`src/sesf_pkg.sv`:
```
// Purpose: shared constants for the serial memory slave front end
// Assumes: 8-bit opcodes, eight sectors of 64 KiB, 256-byte page buffer
// Notes: status byte layout and extended byte layout live here

package sesf_pkg;

    // ------------------------------------------------------------
    // opcodes
    // ------------------------------------------------------------
    localparam logic [7:0] OP_WRITE_STATE = 8'h01;
    localparam logic [7:0] OP_ARRAY_WRITE = 8'h02;
    localparam logic [7:0] OP_ARRAY_READ = 8'h03;
    localparam logic [7:0] OP_CLEAR_LATCH = 8'h04;
    localparam logic [7:0] OP_READ_STATE = 8'h05;
    localparam logic [7:0] OP_SET_LATCH = 8'h06;
    localparam logic [7:0] OP_VOL_EXT_WRITE = 8'hE3;
    localparam logic [7:0] OP_PER_EXT_WRITE = 8'hE4;
    localparam logic [7:0] OP_PREP_WEAR = 8'hE8;
    localparam logic [7:0] OP_PREP_SUPPLY = 8'hE9;
    localparam logic [7:0] OP_FETCH_PREP = 8'hF9;

    // ------------------------------------------------------------
    // field layout
    // ------------------------------------------------------------
    localparam int SR_LOCK_EN_BIT = 7;
    localparam int SR_FIELD_LSB = 2;
    localparam int SR_WEN_BIT = 1;
    localparam int SR_RDY_BIT = 0;
    localparam int XSR_WRAP_BIT = 0;
    localparam int SECTOR_LSB = 16;
    localparam logic [1:0] LOCK_NONE = 2'h0;
    localparam logic [1:0] LOCK_QUARTER = 2'h1;
    localparam logic [1:0] LOCK_HALF = 2'h2;
    localparam logic [1:0] LOCK_ALL = 2'h3;

    // ------------------------------------------------------------
    // reset values and counts
    // ------------------------------------------------------------
    localparam logic [1:0] LOCK_FIELD_RST = 2'h0;
    localparam logic LOCK_EN_RST = 1'b0;
    localparam logic WRAP_SEL_RST = 1'b0;
    localparam logic [2:0] LAST_BIT = 3'h7;
    localparam logic [1:0] LAST_ADDR_BYTE = 2'h2;
    localparam logic [8:0] PAGE_BYTES = 9'h100;

endpackage

```
`src/sesf_pbuf_if.sv`:
```
// Purpose: carrier between the front end and its page buffer
// Assumes: one write port, one registered read port
// Notes: none

`timescale 1ns/1ps

interface sesf_pbuf_if;
    logic we;
    logic [7:0] waddr;
    logic [7:0] wdata;
    logic [7:0] raddr;
    logic [7:0] rdata;

    modport fe (output we, output waddr, output wdata, output raddr, input rdata);
    modport mem (input we, input waddr, input wdata, input raddr, output rdata);
endinterface

```
`src/sesf_pbuf.sv`:
```
// Purpose: 256-byte page buffer with registered read data
// Assumes: single clock, write and read may share a cycle
// Notes: contents are not reset, only the read register is

`timescale 1ns/1ps

module sesf_pbuf
(
    input wire logic i_sys_clk,
    input wire logic i_rst_n,
    sesf_pbuf_if.mem bus
);

    logic [7:0] mem_r [0:255];

    always_ff @(posedge i_sys_clk)
    begin
        if (bus.we)
        begin
            mem_r[bus.waddr] <= bus.wdata;
        end
    end

    always_ff @(posedge i_sys_clk or negedge i_rst_n)
    begin
        if (!i_rst_n)
        begin
            bus.rdata <= 8'h00;
        end
        else
        begin
            bus.rdata <= mem_r[bus.raddr];
        end
    end

endmodule // sesf_pbuf

```
`src/sesf_front.sv`:
```
// Purpose: serial slave front end of a sectored nonvolatile memory
// Assumes: serial clock well below a quarter of i_sys_clk; pins are asynchronous
// Notes: array data must answer a fetch within two clocks
//
// Behaviour
// - slave works in clock mode 0 or mode 3 only.
// - input sampled on serial clock rise, output changed on its fall.
// - falling edges before the first rise of a frame are ignored.
// - transfers are whole bytes, most significant bit first.
// - select low opens a transaction; its first byte is the opcode.
// - pause low floats output and ignores clock and input until release.
// - while busy only the read-state command is serviced.
// - unknown opcode ignored, output stays floating for the transaction.
// - volatile writes last until power cycle; persistent writes are reloaded.
// - opcode 02h is array write (long), 03h is array read.
// - 06h sets, 04h clears the latch; also cleared at reset and writes.
// - E3h and E4h write the extended status, volatile and persistent.
// - E8h and E9h prepare a result, fetched later with F9h.
// - read takes sector byte then 16-bit offset; low three sector bits.
// - after the last address byte, array bytes stream until deselect.
// - read pointer increments; wraps in sector or runs across sectors.
// - array read or write while programming is treated as invalid.
// - read accepted only when the addressed sector is powered up.
// - array write needs not busy, latch set and sector unprotected.
// - status lock active when lock enable set and guard input low.
// - write takes 1 to 256 data bytes; programming starts on deselect.
// - lock field 00 none, 01 sectors 6-7, 10 sectors 4-7, 11 all.

`timescale 1ns/1ps

module sesf_front
(
    input wire logic i_sys_clk,
    input wire logic i_rst_n,
    input wire logic i_cs_n,
    input wire logic i_sck,
    input wire logic i_si,
    input wire logic i_hold_n,
    input wire logic i_wp_n,
    input wire logic i_busy,
    input wire logic [7:0] i_sector_awake,
    input wire logic [7:0] i_arr_rd_data,
    input wire logic i_arr_rd_valid,
    input wire logic [7:0] i_prepared_data,
    input wire logic [7:0] i_pbuf_raddr,
    input wire logic i_nv_load,
    input wire logic [7:0] i_nv_sr,
    input wire logic [7:0] i_nv_xsr,
    output logic o_so,
    output logic o_so_oe,
    output logic o_arr_rd_en,
    output logic [18:0] o_arr_addr,
    output logic o_prog_start,
    output logic [18:0] o_prog_addr,
    output logic [8:0] o_prog_len,
    output logic [7:0] o_pbuf_rdata,
    output logic o_persist_wr,
    output logic [7:0] o_persist_sr,
    output logic [7:0] o_persist_xsr,
    output logic o_prepare_wear,
    output logic o_prepare_supply,
    output logic [7:0] o_status
);

    typedef enum logic [6:0]
    {
        ST_OP = 7'b000_0001,
        ST_ADDR = 7'b000_0010,
        ST_WDATA = 7'b000_0100,
        ST_SDATA = 7'b000_1000,
        ST_RSTREAM = 7'b001_0000,
        ST_STREAM = 7'b010_0000,
        ST_DISCARD = 7'b100_0000
    } sesf_state_e;

    // ------------------------------------------------------------
    // pin synchronisers
    // ------------------------------------------------------------
    logic [4:0] pin_s1_r;
    logic [4:0] pin_s2_r;
    logic sck_s3_r;
    logic cs_s3_r;

    always_ff @(posedge i_sys_clk or negedge i_rst_n)
    begin
        if (!i_rst_n)
        begin
            pin_s1_r <= 5'h1C;
            pin_s2_r <= 5'h1C;
            sck_s3_r <= 1'b0;
            cs_s3_r <= 1'b1;
        end
        else
        begin
            pin_s1_r <= {i_wp_n, i_hold_n, i_cs_n, i_si, i_sck};
            pin_s2_r <= pin_s1_r;
            sck_s3_r <= pin_s2_r[0];
            cs_s3_r <= pin_s2_r[2];
        end
    end

    logic sck_s;
    logic si_s;
    logic cs_n_s;
    logic hold_n_s;
    logic wp_n_s;
    assign sck_s = pin_s2_r[0];
    assign si_s = pin_s2_r[1];
    assign cs_n_s = pin_s2_r[2];
    assign hold_n_s = pin_s2_r[3];
    assign wp_n_s = pin_s2_r[4];

    // edges only count inside a frame and outside a pause
    logic live;
    logic rise_ev;
    logic fall_ev;
    logic cs_rise;
    assign live = !cs_n_s && hold_n_s;
    assign rise_ev = live && sck_s && !sck_s3_r;
    assign fall_ev = live && !sck_s && sck_s3_r;
    assign cs_rise = cs_n_s && !cs_s3_r;

    // ------------------------------------------------------------
    // receive shifter
    // ------------------------------------------------------------
    logic [2:0] bit_cnt_r;
    logic [6:0] rx_r;
    logic seen_rise_r;
    logic byte_done;
    logic [7:0] rx_byte;
    assign byte_done = rise_ev && (bit_cnt_r == sesf_pkg::LAST_BIT);
    assign rx_byte = {rx_r, si_s};

    always_ff @(posedge i_sys_clk or negedge i_rst_n)
    begin
        if (!i_rst_n)
        begin
            bit_cnt_r <= 3'h0;
            rx_r <= 7'h00;
            seen_rise_r <= 1'b0;
        end
        else if (cs_n_s)
        begin
            bit_cnt_r <= 3'h0;
            seen_rise_r <= 1'b0;
        end
        else if (rise_ev)
        begin
            bit_cnt_r <= bit_cnt_r + 3'h1;
            rx_r <= rx_byte[6:0];
            seen_rise_r <= 1'b1;
        end
    end

    // ------------------------------------------------------------
    // status and settings
    // ------------------------------------------------------------
    logic wen_r;
    logic lock_en_r;
    logic [1:0] lock_field_r;
    logic wrap_full_r;
    logic busy;
    logic status_lock;
    assign busy = i_busy;
    assign status_lock = lock_en_r && !wp_n_s;

    function automatic logic sector_locked(input logic [1:0] fld, input logic [2:0] sec);
        case (fld)
            sesf_pkg::LOCK_NONE: sector_locked = 1'b0;
            sesf_pkg::LOCK_QUARTER: sector_locked = (sec[2:1] == 2'h3);
            sesf_pkg::LOCK_HALF: sector_locked = sec[2];
            default: sector_locked = 1'b1;
        endcase
    endfunction

    // ------------------------------------------------------------
    // command sequencer
    // ------------------------------------------------------------
    sesf_state_e st_r;
    logic [7:0] op_r;
    logic [1:0] addr_cnt_r;
    logic [15:0] addr_r;
    logic [8:0] wcnt_r;
    logic [7:0] sr_hold_r;
    logic stream_prep_r;
    logic [23:0] addr_full;
    logic [2:0] sec;
    logic addr_last;
    logic start_read;
    logic start_write;
    assign addr_full = {addr_r, rx_byte};
    assign sec = addr_full[sesf_pkg::SECTOR_LSB +: 3];
    assign addr_last = byte_done && (st_r == ST_ADDR)
        && (addr_cnt_r == sesf_pkg::LAST_ADDR_BYTE);
    assign start_read = addr_last && (op_r == sesf_pkg::OP_ARRAY_READ)
        && !busy && i_sector_awake[sec];
    assign start_write = addr_last && (op_r == sesf_pkg::OP_ARRAY_WRITE)
        && !busy && wen_r && !sector_locked(lock_field_r, sec);

    logic guarded_ok;
    assign guarded_ok = wen_r && !status_lock;

    always_ff @(posedge i_sys_clk or negedge i_rst_n)
    begin
        if (!i_rst_n)
        begin
            st_r <= ST_OP;
            op_r <= 8'h00;
            addr_cnt_r <= 2'h0;
            addr_r <= 16'h0000;
            sr_hold_r <= 8'h00;
            stream_prep_r <= 1'b0;
        end
        else if (cs_n_s)
        begin
            st_r <= ST_OP;
            addr_cnt_r <= 2'h0;
        end
        else if (byte_done)
        begin
            case (st_r)
                ST_OP:
                begin
                    op_r <= rx_byte;
                    if (busy && rx_byte != sesf_pkg::OP_READ_STATE)
                    begin
                        st_r <= ST_DISCARD;
                    end
                    else
                    begin
                        case (rx_byte)
                            sesf_pkg::OP_READ_STATE:
                            begin
                                st_r <= ST_STREAM;
                                stream_prep_r <= 1'b0;
                            end
                            sesf_pkg::OP_FETCH_PREP:
                            begin
                                st_r <= ST_STREAM;
                                stream_prep_r <= 1'b1;
                            end
                            sesf_pkg::OP_ARRAY_READ, sesf_pkg::OP_ARRAY_WRITE:
                                st_r <= ST_ADDR;
                            sesf_pkg::OP_WRITE_STATE, sesf_pkg::OP_VOL_EXT_WRITE,
                            sesf_pkg::OP_PER_EXT_WRITE:
                                st_r <= guarded_ok ? ST_SDATA : ST_DISCARD;
                            default:
                                st_r <= ST_DISCARD;
                        endcase
                    end
                end
                ST_ADDR:
                begin
                    addr_r <= addr_full[15:0];
                    addr_cnt_r <= addr_cnt_r + 2'h1;
                    if (addr_cnt_r == sesf_pkg::LAST_ADDR_BYTE)
                    begin
                        st_r <= start_read ? ST_RSTREAM
                            : (start_write ? ST_WDATA : ST_DISCARD);
                    end
                end
                ST_SDATA:
                begin
                    sr_hold_r <= rx_byte;
                    if (op_r == sesf_pkg::OP_WRITE_STATE || addr_cnt_r != 2'h0)
                    begin
                        st_r <= ST_DISCARD;
                    end
                    addr_cnt_r <= 2'h1;
                end
                ST_WDATA, ST_RSTREAM, ST_STREAM, ST_DISCARD:
                    st_r <= st_r;
                default:
                    st_r <= ST_DISCARD;
            endcase
        end
    end

    // setting writes land on their last data byte
    logic sdata_done;
    logic sr_apply;
    logic xsr_apply;
    logic prepare_ok;
    assign sdata_done = byte_done && (st_r == ST_SDATA) && !busy;
    assign sr_apply = sdata_done && (op_r == sesf_pkg::OP_WRITE_STATE);
    assign xsr_apply = sdata_done && (op_r != sesf_pkg::OP_WRITE_STATE)
        && (addr_cnt_r != 2'h0);
    assign prepare_ok = byte_done && (st_r == ST_OP) && !busy;

    logic [7:0] new_sr;
    assign new_sr = sr_apply ? rx_byte : sr_hold_r;

    always_ff @(posedge i_sys_clk or negedge i_rst_n)
    begin
        if (!i_rst_n)
        begin
            wen_r <= 1'b0;
            lock_en_r <= sesf_pkg::LOCK_EN_RST;
            lock_field_r <= sesf_pkg::LOCK_FIELD_RST;
            wrap_full_r <= sesf_pkg::WRAP_SEL_RST;
        end
        else
        begin
            if (i_nv_load)
            begin
                lock_en_r <= i_nv_sr[sesf_pkg::SR_LOCK_EN_BIT];
                lock_field_r <= i_nv_sr[sesf_pkg::SR_FIELD_LSB +: 2];
                wrap_full_r <= i_nv_xsr[sesf_pkg::XSR_WRAP_BIT];
            end
            if (sr_apply || xsr_apply)
            begin
                lock_en_r <= new_sr[sesf_pkg::SR_LOCK_EN_BIT];
                lock_field_r <= new_sr[sesf_pkg::SR_FIELD_LSB +: 2];
            end
            if (xsr_apply)
            begin
                wrap_full_r <= rx_byte[sesf_pkg::XSR_WRAP_BIT];
            end
            if (prepare_ok && rx_byte == sesf_pkg::OP_SET_LATCH)
            begin
                wen_r <= 1'b1;
            end
            else if ((prepare_ok && rx_byte == sesf_pkg::OP_CLEAR_LATCH)
                || sr_apply || xsr_apply || (cs_rise && st_r == ST_WDATA))
            begin
                wen_r <= 1'b0;
            end
        end
    end

    // ------------------------------------------------------------
    // events towards the array controller
    // ------------------------------------------------------------
    sesf_pbuf_if pbuf();

    always_ff @(posedge i_sys_clk or negedge i_rst_n)
    begin
        if (!i_rst_n)
        begin
            wcnt_r <= 9'h000;
            o_prog_start <= 1'b0;
            o_prog_addr <= 19'h0_0000;
            o_prog_len <= 9'h000;
            o_persist_wr <= 1'b0;
            o_persist_sr <= 8'h00;
            o_persist_xsr <= 8'h00;
            o_prepare_wear <= 1'b0;
            o_prepare_supply <= 1'b0;
            pbuf.we <= 1'b0;
            pbuf.waddr <= 8'h00;
            pbuf.wdata <= 8'h00;
        end
        else
        begin
            pbuf.we <= 1'b0;
            if (start_write)
            begin
                o_prog_addr <= addr_full[18:0];
                wcnt_r <= 9'h000;
            end
            else if (byte_done && st_r == ST_WDATA && wcnt_r != sesf_pkg::PAGE_BYTES)
            begin
                pbuf.we <= 1'b1;
                pbuf.waddr <= o_prog_addr[7:0] + wcnt_r[7:0];
                pbuf.wdata <= rx_byte;
                wcnt_r <= wcnt_r + 9'h001;
            end
            // programming only for a write with at least one whole byte
            o_prog_start <= cs_rise && (st_r == ST_WDATA) && (wcnt_r != 9'h000);
            if (cs_rise && st_r == ST_WDATA)
            begin
                o_prog_len <= wcnt_r;
            end
            o_persist_wr <= (sr_apply || xsr_apply) && (op_r != sesf_pkg::OP_VOL_EXT_WRITE);
            if (sr_apply || xsr_apply)
            begin
                o_persist_sr <= new_sr;
                o_persist_xsr <= xsr_apply ? rx_byte : o_persist_xsr;
            end
            o_prepare_wear <= prepare_ok && (rx_byte == sesf_pkg::OP_PREP_WEAR);
            o_prepare_supply <= prepare_ok && (rx_byte == sesf_pkg::OP_PREP_SUPPLY);
        end
    end

    assign pbuf.raddr = i_pbuf_raddr;
    assign o_pbuf_rdata = pbuf.rdata;

    sesf_pbuf u_pbuf
    (
        .i_sys_clk(i_sys_clk),
        .i_rst_n(i_rst_n),
        .bus(pbuf)
    );

    // ------------------------------------------------------------
    // transmit side
    // ------------------------------------------------------------
    logic [7:0] tx_hold_r;
    logic [6:0] tx_sh_r;
    logic [18:0] ptr_r;
    logic tx_on;
    logic load_ev;
    logic [18:0] ptr_inc;
    assign tx_on = (st_r == ST_RSTREAM) || (st_r == ST_STREAM);
    // a fall before the first rise belongs to no bit
    assign load_ev = fall_ev && seen_rise_r && tx_on && (bit_cnt_r == 3'h0);
    assign ptr_inc = wrap_full_r ? (ptr_r + 19'h0_0001)
        : {ptr_r[18:16], ptr_r[15:0] + 16'h0001};

    always_ff @(posedge i_sys_clk or negedge i_rst_n)
    begin
        if (!i_rst_n)
        begin
            ptr_r <= 19'h0_0000;
            o_arr_addr <= 19'h0_0000;
            o_arr_rd_en <= 1'b0;
            tx_hold_r <= 8'h00;
        end
        else
        begin
            o_arr_rd_en <= 1'b0;
            if (start_read)
            begin
                ptr_r <= addr_full[18:0];
                o_arr_addr <= addr_full[18:0];
                o_arr_rd_en <= 1'b1;
            end
            else if (load_ev && st_r == ST_RSTREAM)
            begin
                ptr_r <= ptr_inc;
                o_arr_addr <= ptr_inc;
                o_arr_rd_en <= 1'b1;
            end
            if (st_r == ST_STREAM)
            begin
                tx_hold_r <= stream_prep_r ? i_prepared_data : o_status;
            end
            else if (i_arr_rd_valid)
            begin
                tx_hold_r <= i_arr_rd_data;
            end
        end
    end

    always_ff @(posedge i_sys_clk or negedge i_rst_n)
    begin
        if (!i_rst_n)
        begin
            o_so <= 1'b0;
            o_so_oe <= 1'b0;
            tx_sh_r <= 7'h00;
        end
        else
        begin
            // floating during pause, unknown commands and outside frames
            o_so_oe <= live && tx_on && seen_rise_r;
            if (load_ev)
            begin
                o_so <= tx_hold_r[7];
                tx_sh_r <= tx_hold_r[6:0];
            end
            else if (fall_ev && seen_rise_r && tx_on)
            begin
                o_so <= tx_sh_r[6];
                tx_sh_r <= {tx_sh_r[5:0], 1'b0};
            end
        end
    end

    always_ff @(posedge i_sys_clk or negedge i_rst_n)
    begin
        if (!i_rst_n)
        begin
            o_status <= 8'h00;
        end
        else
        begin
            o_status <= {lock_en_r, 3'h0, lock_field_r, wen_r, busy};
        end
    end

endmodule // sesf_front

```
`config.mk`:
```
export PLATFORM = sky130hd
export DESIGN_NAME = sesf_front
export DESIGN_NICKNAME = d
export VERILOG_FILES = /design/src/sesf_pkg.sv /design/src/sesf_pbuf_if.sv /design/src/sesf_pbuf.sv /design/src/sesf_front.sv
export SDC_FILE = /design/constraint.sdc
export NUM_CORES = 2
export LEC_CHECK = 0
export ABC_AREA = 1
export BUFFER_PORTS_ARGS = -buffer_cell sky130_fd_sc_hd__buf_2
export CAP_MARGIN = 25
export CORE_MARGIN = 1.5
export CORE_UTILIZATION = 60
export CTS_BUF_LIST = sky130_fd_sc_hd__clkbuf_8
export DETAILED_ROUTE_END_ITERATION = 16
export PLACE_DENSITY = 0.78
export SYNTH_ARGS = -nofsm -noshare
export SYNTH_HDL_FRONTEND = slang
export SYNTH_HIERARCHICAL = 1
export SYNTH_SLANG_ARGS = --single-unit
```
`constraint.sdc`:
```
create_clock -name i_sys_clk -period 5.1 [get_ports i_sys_clk]
set_input_delay 0.255 -clock i_sys_clk [delete_from_list [all_inputs] [get_ports i_sys_clk]]
set_output_delay 0.255 -clock i_sys_clk [all_outputs]
set_load 0.005 [all_outputs]
```
* Word-level counts from Yosys, hierarchy flattened
Memory sizes are Yosys's and may differ from the RTL's. A register that Yosys moved wholly into a read port is not among the register bits.
Cells that the tools add are included.
** Storage, ports and cells
- Memories :: 1
- Bits in writable memories :: 2048
- Bits in registers :: 181
- Output and inout port bits :: 86
- Memory bits (read-only) :: 0
- Logic and storage cells :: 215
- Latch bits :: 0
- Input port bits :: 58
** Memories
- u_pbuf.mem_r :: words 256, bits a word 8, rd ports 1, clocked after memory_dff 1, write ports 1, RTL line sesf_pbuf.sv:14 : logic [7:0] mem_r [0:255];
** Cells by class
- Muxes and demuxes :: 48
- $mul :: 0
- Bitwise logic cells :: 3
- $lt $le $gt $ge :: 1
- Shift operators :: 0
- Divide/modulo/power cells :: 0
- Add/sub/neg operators :: 6
- Reduce and logical (&&, ||, !) cells :: 85
- Equality and inequality tests :: 34
** Operators with widths (number)
- 2-to-1 mux 7 bit :: 10
- 2-to-1 mux 19 bit :: 3
- logical AND 1 bit :: 41
- == test 8 bit (second input constant) :: 5
- == test 8 x 2 -> 1 bit (second input constant) :: 4
- 2-to-1 mux 8 bit :: 4
- one-hot mux 7 bit (4 select lines) :: 1
- == test 8 x 3 -> 1 bit (second input constant) :: 3
- nonzero test 2 bit :: 11
- one-hot mux 7 bit (3 select lines) :: 1
- adder 19 x 1 -> 19 bit (second input constant) :: 1
- 2-to-1 mux 9 bit :: 2
- 2-to-1 mux 1 bit :: 17
- adder 16 x 1 -> 16 bit (second input constant) :: 1
- == test 8 x 1 -> 1 bit (second input constant) :: 2
- AND reduction 2 bit :: 5
- adder 9 x 1 -> 9 bit (second input constant) :: 1
- zero test 1 bit :: 9
- != test 9 bit (second input constant) :: 1
- AND reduction 3 bit :: 3
- nonzero test 9 bit :: 1
- adder 8 bit :: 1
- 2-to-1 mux 2 bit :: 4
- != test 8 x 1 -> 1 bit (second input constant) :: 1
- other kinds (33) :: 45

* Logic depth before layout (Yosys ltp)
- Word-level depth :: 17
- Depth in mapped cells :: 15
- Mapped depth without buffers :: 13

* By module
Netlist, hierarchy kept.
** Modules (own cells, without submodules)
- sesf_pbuf :: times used 1, sequential area each 61699.2 um^2, area an instance 83313.7 um^2, cells each 7002
- sesf_front :: times used 1, sequential area each 4539.4 um^2, area an instance 8811.0 um^2, cells each 1020

* Worst setup path after synthesis
No wires, ideal clock.
- Path type :: reg-to-reg
- Start :: reg pbuf.wdata[0]
- End :: mem u_pbuf.mem_r[0][0] (data pin)
- Path slack :: 1.113 ns
- Period minus slack after synthesis :: 3.987 ns
- Setup time :: 0.804 ns
- Arrival :: 3.183 ns
- Cell stages (with the launch flop) :: 1
- Path through :: dfrtp_1
** RTL lines
- start: declaration :: RTL line sesf_pbuf_if.sv:10 : logic [7:0] wdata;
- start signal: assignment :: RTL line sesf_front.sv:365 : pbuf.wdata <= rx_byte;
- end: declaration :: RTL line sesf_pbuf.sv:14
Straight into the memory's write port.

* Worst setup path in the final report
- Start :: reg addr_r[8]
- End :: reg ptr_r[3]
** On the way
- Longest elaborated chain between the ends :: 4
- Elaborated cells on any way between the ends :: 5
- Classes of those cells :: mux (3); reduce/logical (2)
** Ends and longest elaborated chain
- start: declaration :: RTL line sesf_front.sv:182 : logic [15:0] addr_r;
- start signal: assignment :: RTL line sesf_front.sv:254 : addr_r <= addr_full[15:0];
- binary-select mux 1 bit (select 3 bit) * :: RTL line sesf_front.sv:196 : && !busy && i_sector_awake[sec];
- 2-to-1 mux 1 bit (not written as such) * :: RTL line sesf_front.sv:196
- logical AND 1 bit * :: RTL line sesf_front.sv:196
- 2-to-1 mux 19 bit or nonzero test 2 bit (tied branches)
- end signal: assignment :: RTL line sesf_front.sv:424 : ptr_r <= addr_full[18:0];
- end signal: assignment :: RTL line sesf_front.sv:430 : ptr_r <= ptr_inc;
- end: declaration :: RTL line sesf_front.sv:400 : logic [18:0] ptr_r;
Mark *: on every way between the ends. The rest lies on a longest branch, timed or not. The select of a mux whose other input is x is not followed.
A chain may end at the register's enable or synchronous reset.

==> impl_metrics.py <==
metrics = {
    "timing": {
        "period_share": 0.709,
        "drv_slew": 0,
        "period_minus_slack_ns": 3.62,
        "final-hold-violation-count": 0,
        "tightest_slew_ns": 1.17,
        "rsz0062_at_grt": "false",
        "max_slew_margin": 0.223,
        "finalClockSkew_ns": 0.116,
        "setup_tns_ns": 0,
        "fmax_mhz": 276,
        "setup_viol": 0,
        "hold_ws_ns": 0.158,
    },
    "hold_path": {
        "hp-class": "input pin to register",
    },
    "drt": {
        "routedWlPerCell_um": 22.3,
        "avgViaCountPerCell": 6.10,
        "ant_nets": 0,
        "drc": 0,
        "dr.pass1.iters": 7,
        "drtIter0Drc": 8701,
        "vias": 63700,
        "wl_um": 233000,
    },
    "clock_network": {
        "cts-root-buf": "clkbuf_8",
        "htreeDepth": 5,
        "clk_latency_ns": 1.06,
        "cts_buffers": 361,
        "clk_pin_slew_worst_paths_ns": 0.07,
        "cts_resized": 0,
        "ctsLongestPathBuffers": 4,
        "tritoncts": "built",
        "post_cts_buffers": 0,
        "clkSinkCount": 2237,
    },
    "floorplanning": {
        "std_cell_rows": 143,
        "initial_core_util": 0.605,
        "ios": 144,
        "die_y_um": 395,
        "chipWidth_um": 395,
        "dieArea_um2": 156000,
        "core_area_um2": 152000,
    },
    "yosys": {
        "synthAdderAreaFrac": 0.00225,
        "synthXorXnorAreaFrac": 0.00200,
        "netlist-cell-type-count": 51,
        "synthTopCellsByArea": "edfxtp_1, nand3_1, nand2_1",
        "synth_largest_area_cell": "edfxtp_1",
        "ys_seq_elements": 2237,
        "synth_top_area_share": 0.668,
        "ys_seq_area_frac": 0.719,
        "synth-compound-area-share": 0.0106,
        "synth-simple-area-share": 0.234,
        "ys_warn_count": 6,
        "avgSynthCellArea_um2": 11.5,
        "synth_cells": 8022,
        "syn-cell-area_um2": 92100,
        "synth_mux_area_frac": 0,
        "synth_top_family_by_area": "simple AND/OR/NAND/NOR gates",
    },
    "global_routing": {
        "grt_start_max_net_pins": 241,
        "grt.overflow.total": 0,
        "first_global_vias": 61100,
        "grt_pass1_wl_um": 354000,
        "antenna_found_initial": 7,
        "track_usage": 0.297,
    },
    "finish": {
        "fin_cells": 10400,
        "utilization": 0.663,
        "layout.nets": 8247,
        "drive_gt1_frac": 0.0851,
        "syn_to_final_growth_pct": 9.65,
        "fillerInstances": 10600,
    },
    "place": {
        "port_buffers": 128,
        "dp_cells": 9760,
        "finalWeightedCongestion": 0.903,
        "place_hpwl_um": 129000,
    },
    "run_status": {
        "status": "finished, final reports clean",
    },
    "setup_path": {
        "crit_arrival_ns": 4.62,
        "crit_path_end_kind": "register",
        "crit_fanout": 15,
        "critPathKind": "register to register",
        "cp_data_required_time_ns": 6.10,
        "setup.worst_path.start_class": "register",
    },
    "job": {
        "maxCapViolations": 0,
    },
    "pwr": {
        "p_leak_nw": 36.7,
        "ir_drop_mv": 0.268,
        "pwr_density_cell_nw_per_um2": 351,
    },
}
-- stage by stage --
step / setup WS [ns] / total power, mW / area [um^2]
final: 1.48 / 35.5 / 101000
after global routing: 1.35 / 36.5 / 101000
after CTS: 1.65 / 35.5 / 101000
after detailed placement: 1.92 / 21.9 / 93900
after global placement: 1.92 / 21.9 / 93900
after floorplan: 1.11 / 21.4 / 92100
-- cell usage after synthesis, drive strengths merged --
library cell / count
clkinv: 4
edfxtp: 2048
nor4: 4
clkbuf: 116
o211ai: 6
nand3: 2107
nor2: 386
fa: 1
a21boi: 1
dfrtp: 181
ha: 15
and3: 1
a21oi: 21
xor2: 14
a22o: 1
inv: 129
o311ai: 5
and2: 1
buf: 392
o21bai: 1
o21ai: 107
a31oi: 4
o31ai: 1
nor3b: 2
nand4: 17
o22ai: 7
dfstp: 8
nand3b: 8
xnor2: 7
nand2: 2406
nor3: 13
a2bb2oi: 7
conb: 1
-- repair_timing --
action | in CTS | in global routing
hold buffers | 77 | 0
setup endpoints to repair | 0 | 0
hold endpoints to repair | 211 | 0
-- area by class of cell --
class	instances	area (um^2)	area share
clock inverters	228	1070	0.0106
inverters	133	544	0.00539
multi-input cells	5146	22900	0.227
repair buffers	294	2510	0.0249
clock buffers	377	5190	0.0514
well taps	2030	2540	0.0251
flip-flops and latches	2237	66300	0.656
diodes	1	2.50	0.0000248
-- state kept, by name (all words and copies together), names as in the netlist, 9 cells and up --
name / count
o_prog_addr: 19
u_pbuf/mem_r: 2048
ptr_r: 19
addr_r: 11
o_prog_len: 9
wcnt_r: 9
-- worst paths after layout --
check / startpoint / to / slack [ns] / cells past startpoint
min in group asynchronous: i_rst_n / pin_s2_r[4]$_DFF_PN1_ / 0.32 / 3
setup / recovery: addr_r[8]$_DFFE_PN0P_ / ptr_r[3]$_DFFE_PN0P_ / 1.48 / 13
hold reg to reg: pin_s1_r[1]$_DFF_PN0_ / pin_s2_r[1]$_DFF_PN0_ / 0.35 / 0
hold / removal: i_pbuf_raddr[5] / u_pbuf/bus.rdata[7]$_DFF_PN0_ / 0.16 / 7
max in group asynchronous: i_rst_n / u_pbuf/bus.rdata[6]$_DFF_PN0_ / 4.01 / 4
setup reg to reg: addr_r[8]$_DFFE_PN0P_ / ptr_r[3]$_DFFE_PN0P_ / 1.48 / 13
-- logic make-up after synthesis --
kind of cell	after synthesis
AOI/OAI and AO/OA	161
xor gates and xnor gates	21
adders and majority gates	16
buffers and inverters	641
DFF	2237
other	1
and+or+nand+nor	4945
-- placed cells by master (no fill, tap or decap), types with 13 or more instances in the layout --
master            n
edfxtp_1       2048
o21ai_0          77
clkbuf_8        379
buf_2           124
o21ai_1          14
xor2_1           14
nand4_1          17
o21ai_2          15
nor3_1           13
nor2_1          372
dfrtp_1         173
nand2_1        2390
a21oi_1          20
buf_12           27
inv_1           222
buf_4            59
clkinv_1         89
dlygate4sd3_1    76
ha_1             15
nand3_1        2101
clkinv_2         26
-- power breakdown --
group | internal (mW) | total [mW] | switching, mW
combinational | 0.539 | 1.86 | 1.32
clock | 7.07 | 13.8 | 6.70
sequential | 19.8 | 19.8 | 0.0564
total | 27.4 | 35.5 | 8.08
-- critical path: stages, from the launching register on --
cell and delay, ns:
dfrtp_1 0.44, inv_2 0.11, nand2_1 0.08, nand3_1 0.06, dlygate4sd3_1 0.58, nand3_1 0.11, dlygate4sd3_1 0.56, nand2_1 0.14
dlygate4sd3_1 0.67, nand2_4 0.18, inv_4 0.10, nor2_2 0.31, nand2_1 0.10, nand2_1 0.08
-- routing by layer --
layer	wire (um)	up-vias	global-route usage
met2	109000	3972	0.465
met5	34	-	0
met4	10100	6	0.133
met1	86300	30600	0.401
met3	27600	654	0.0645
li1	-	28500	-
No activity file was read; power rests on OpenSTA's default activity.
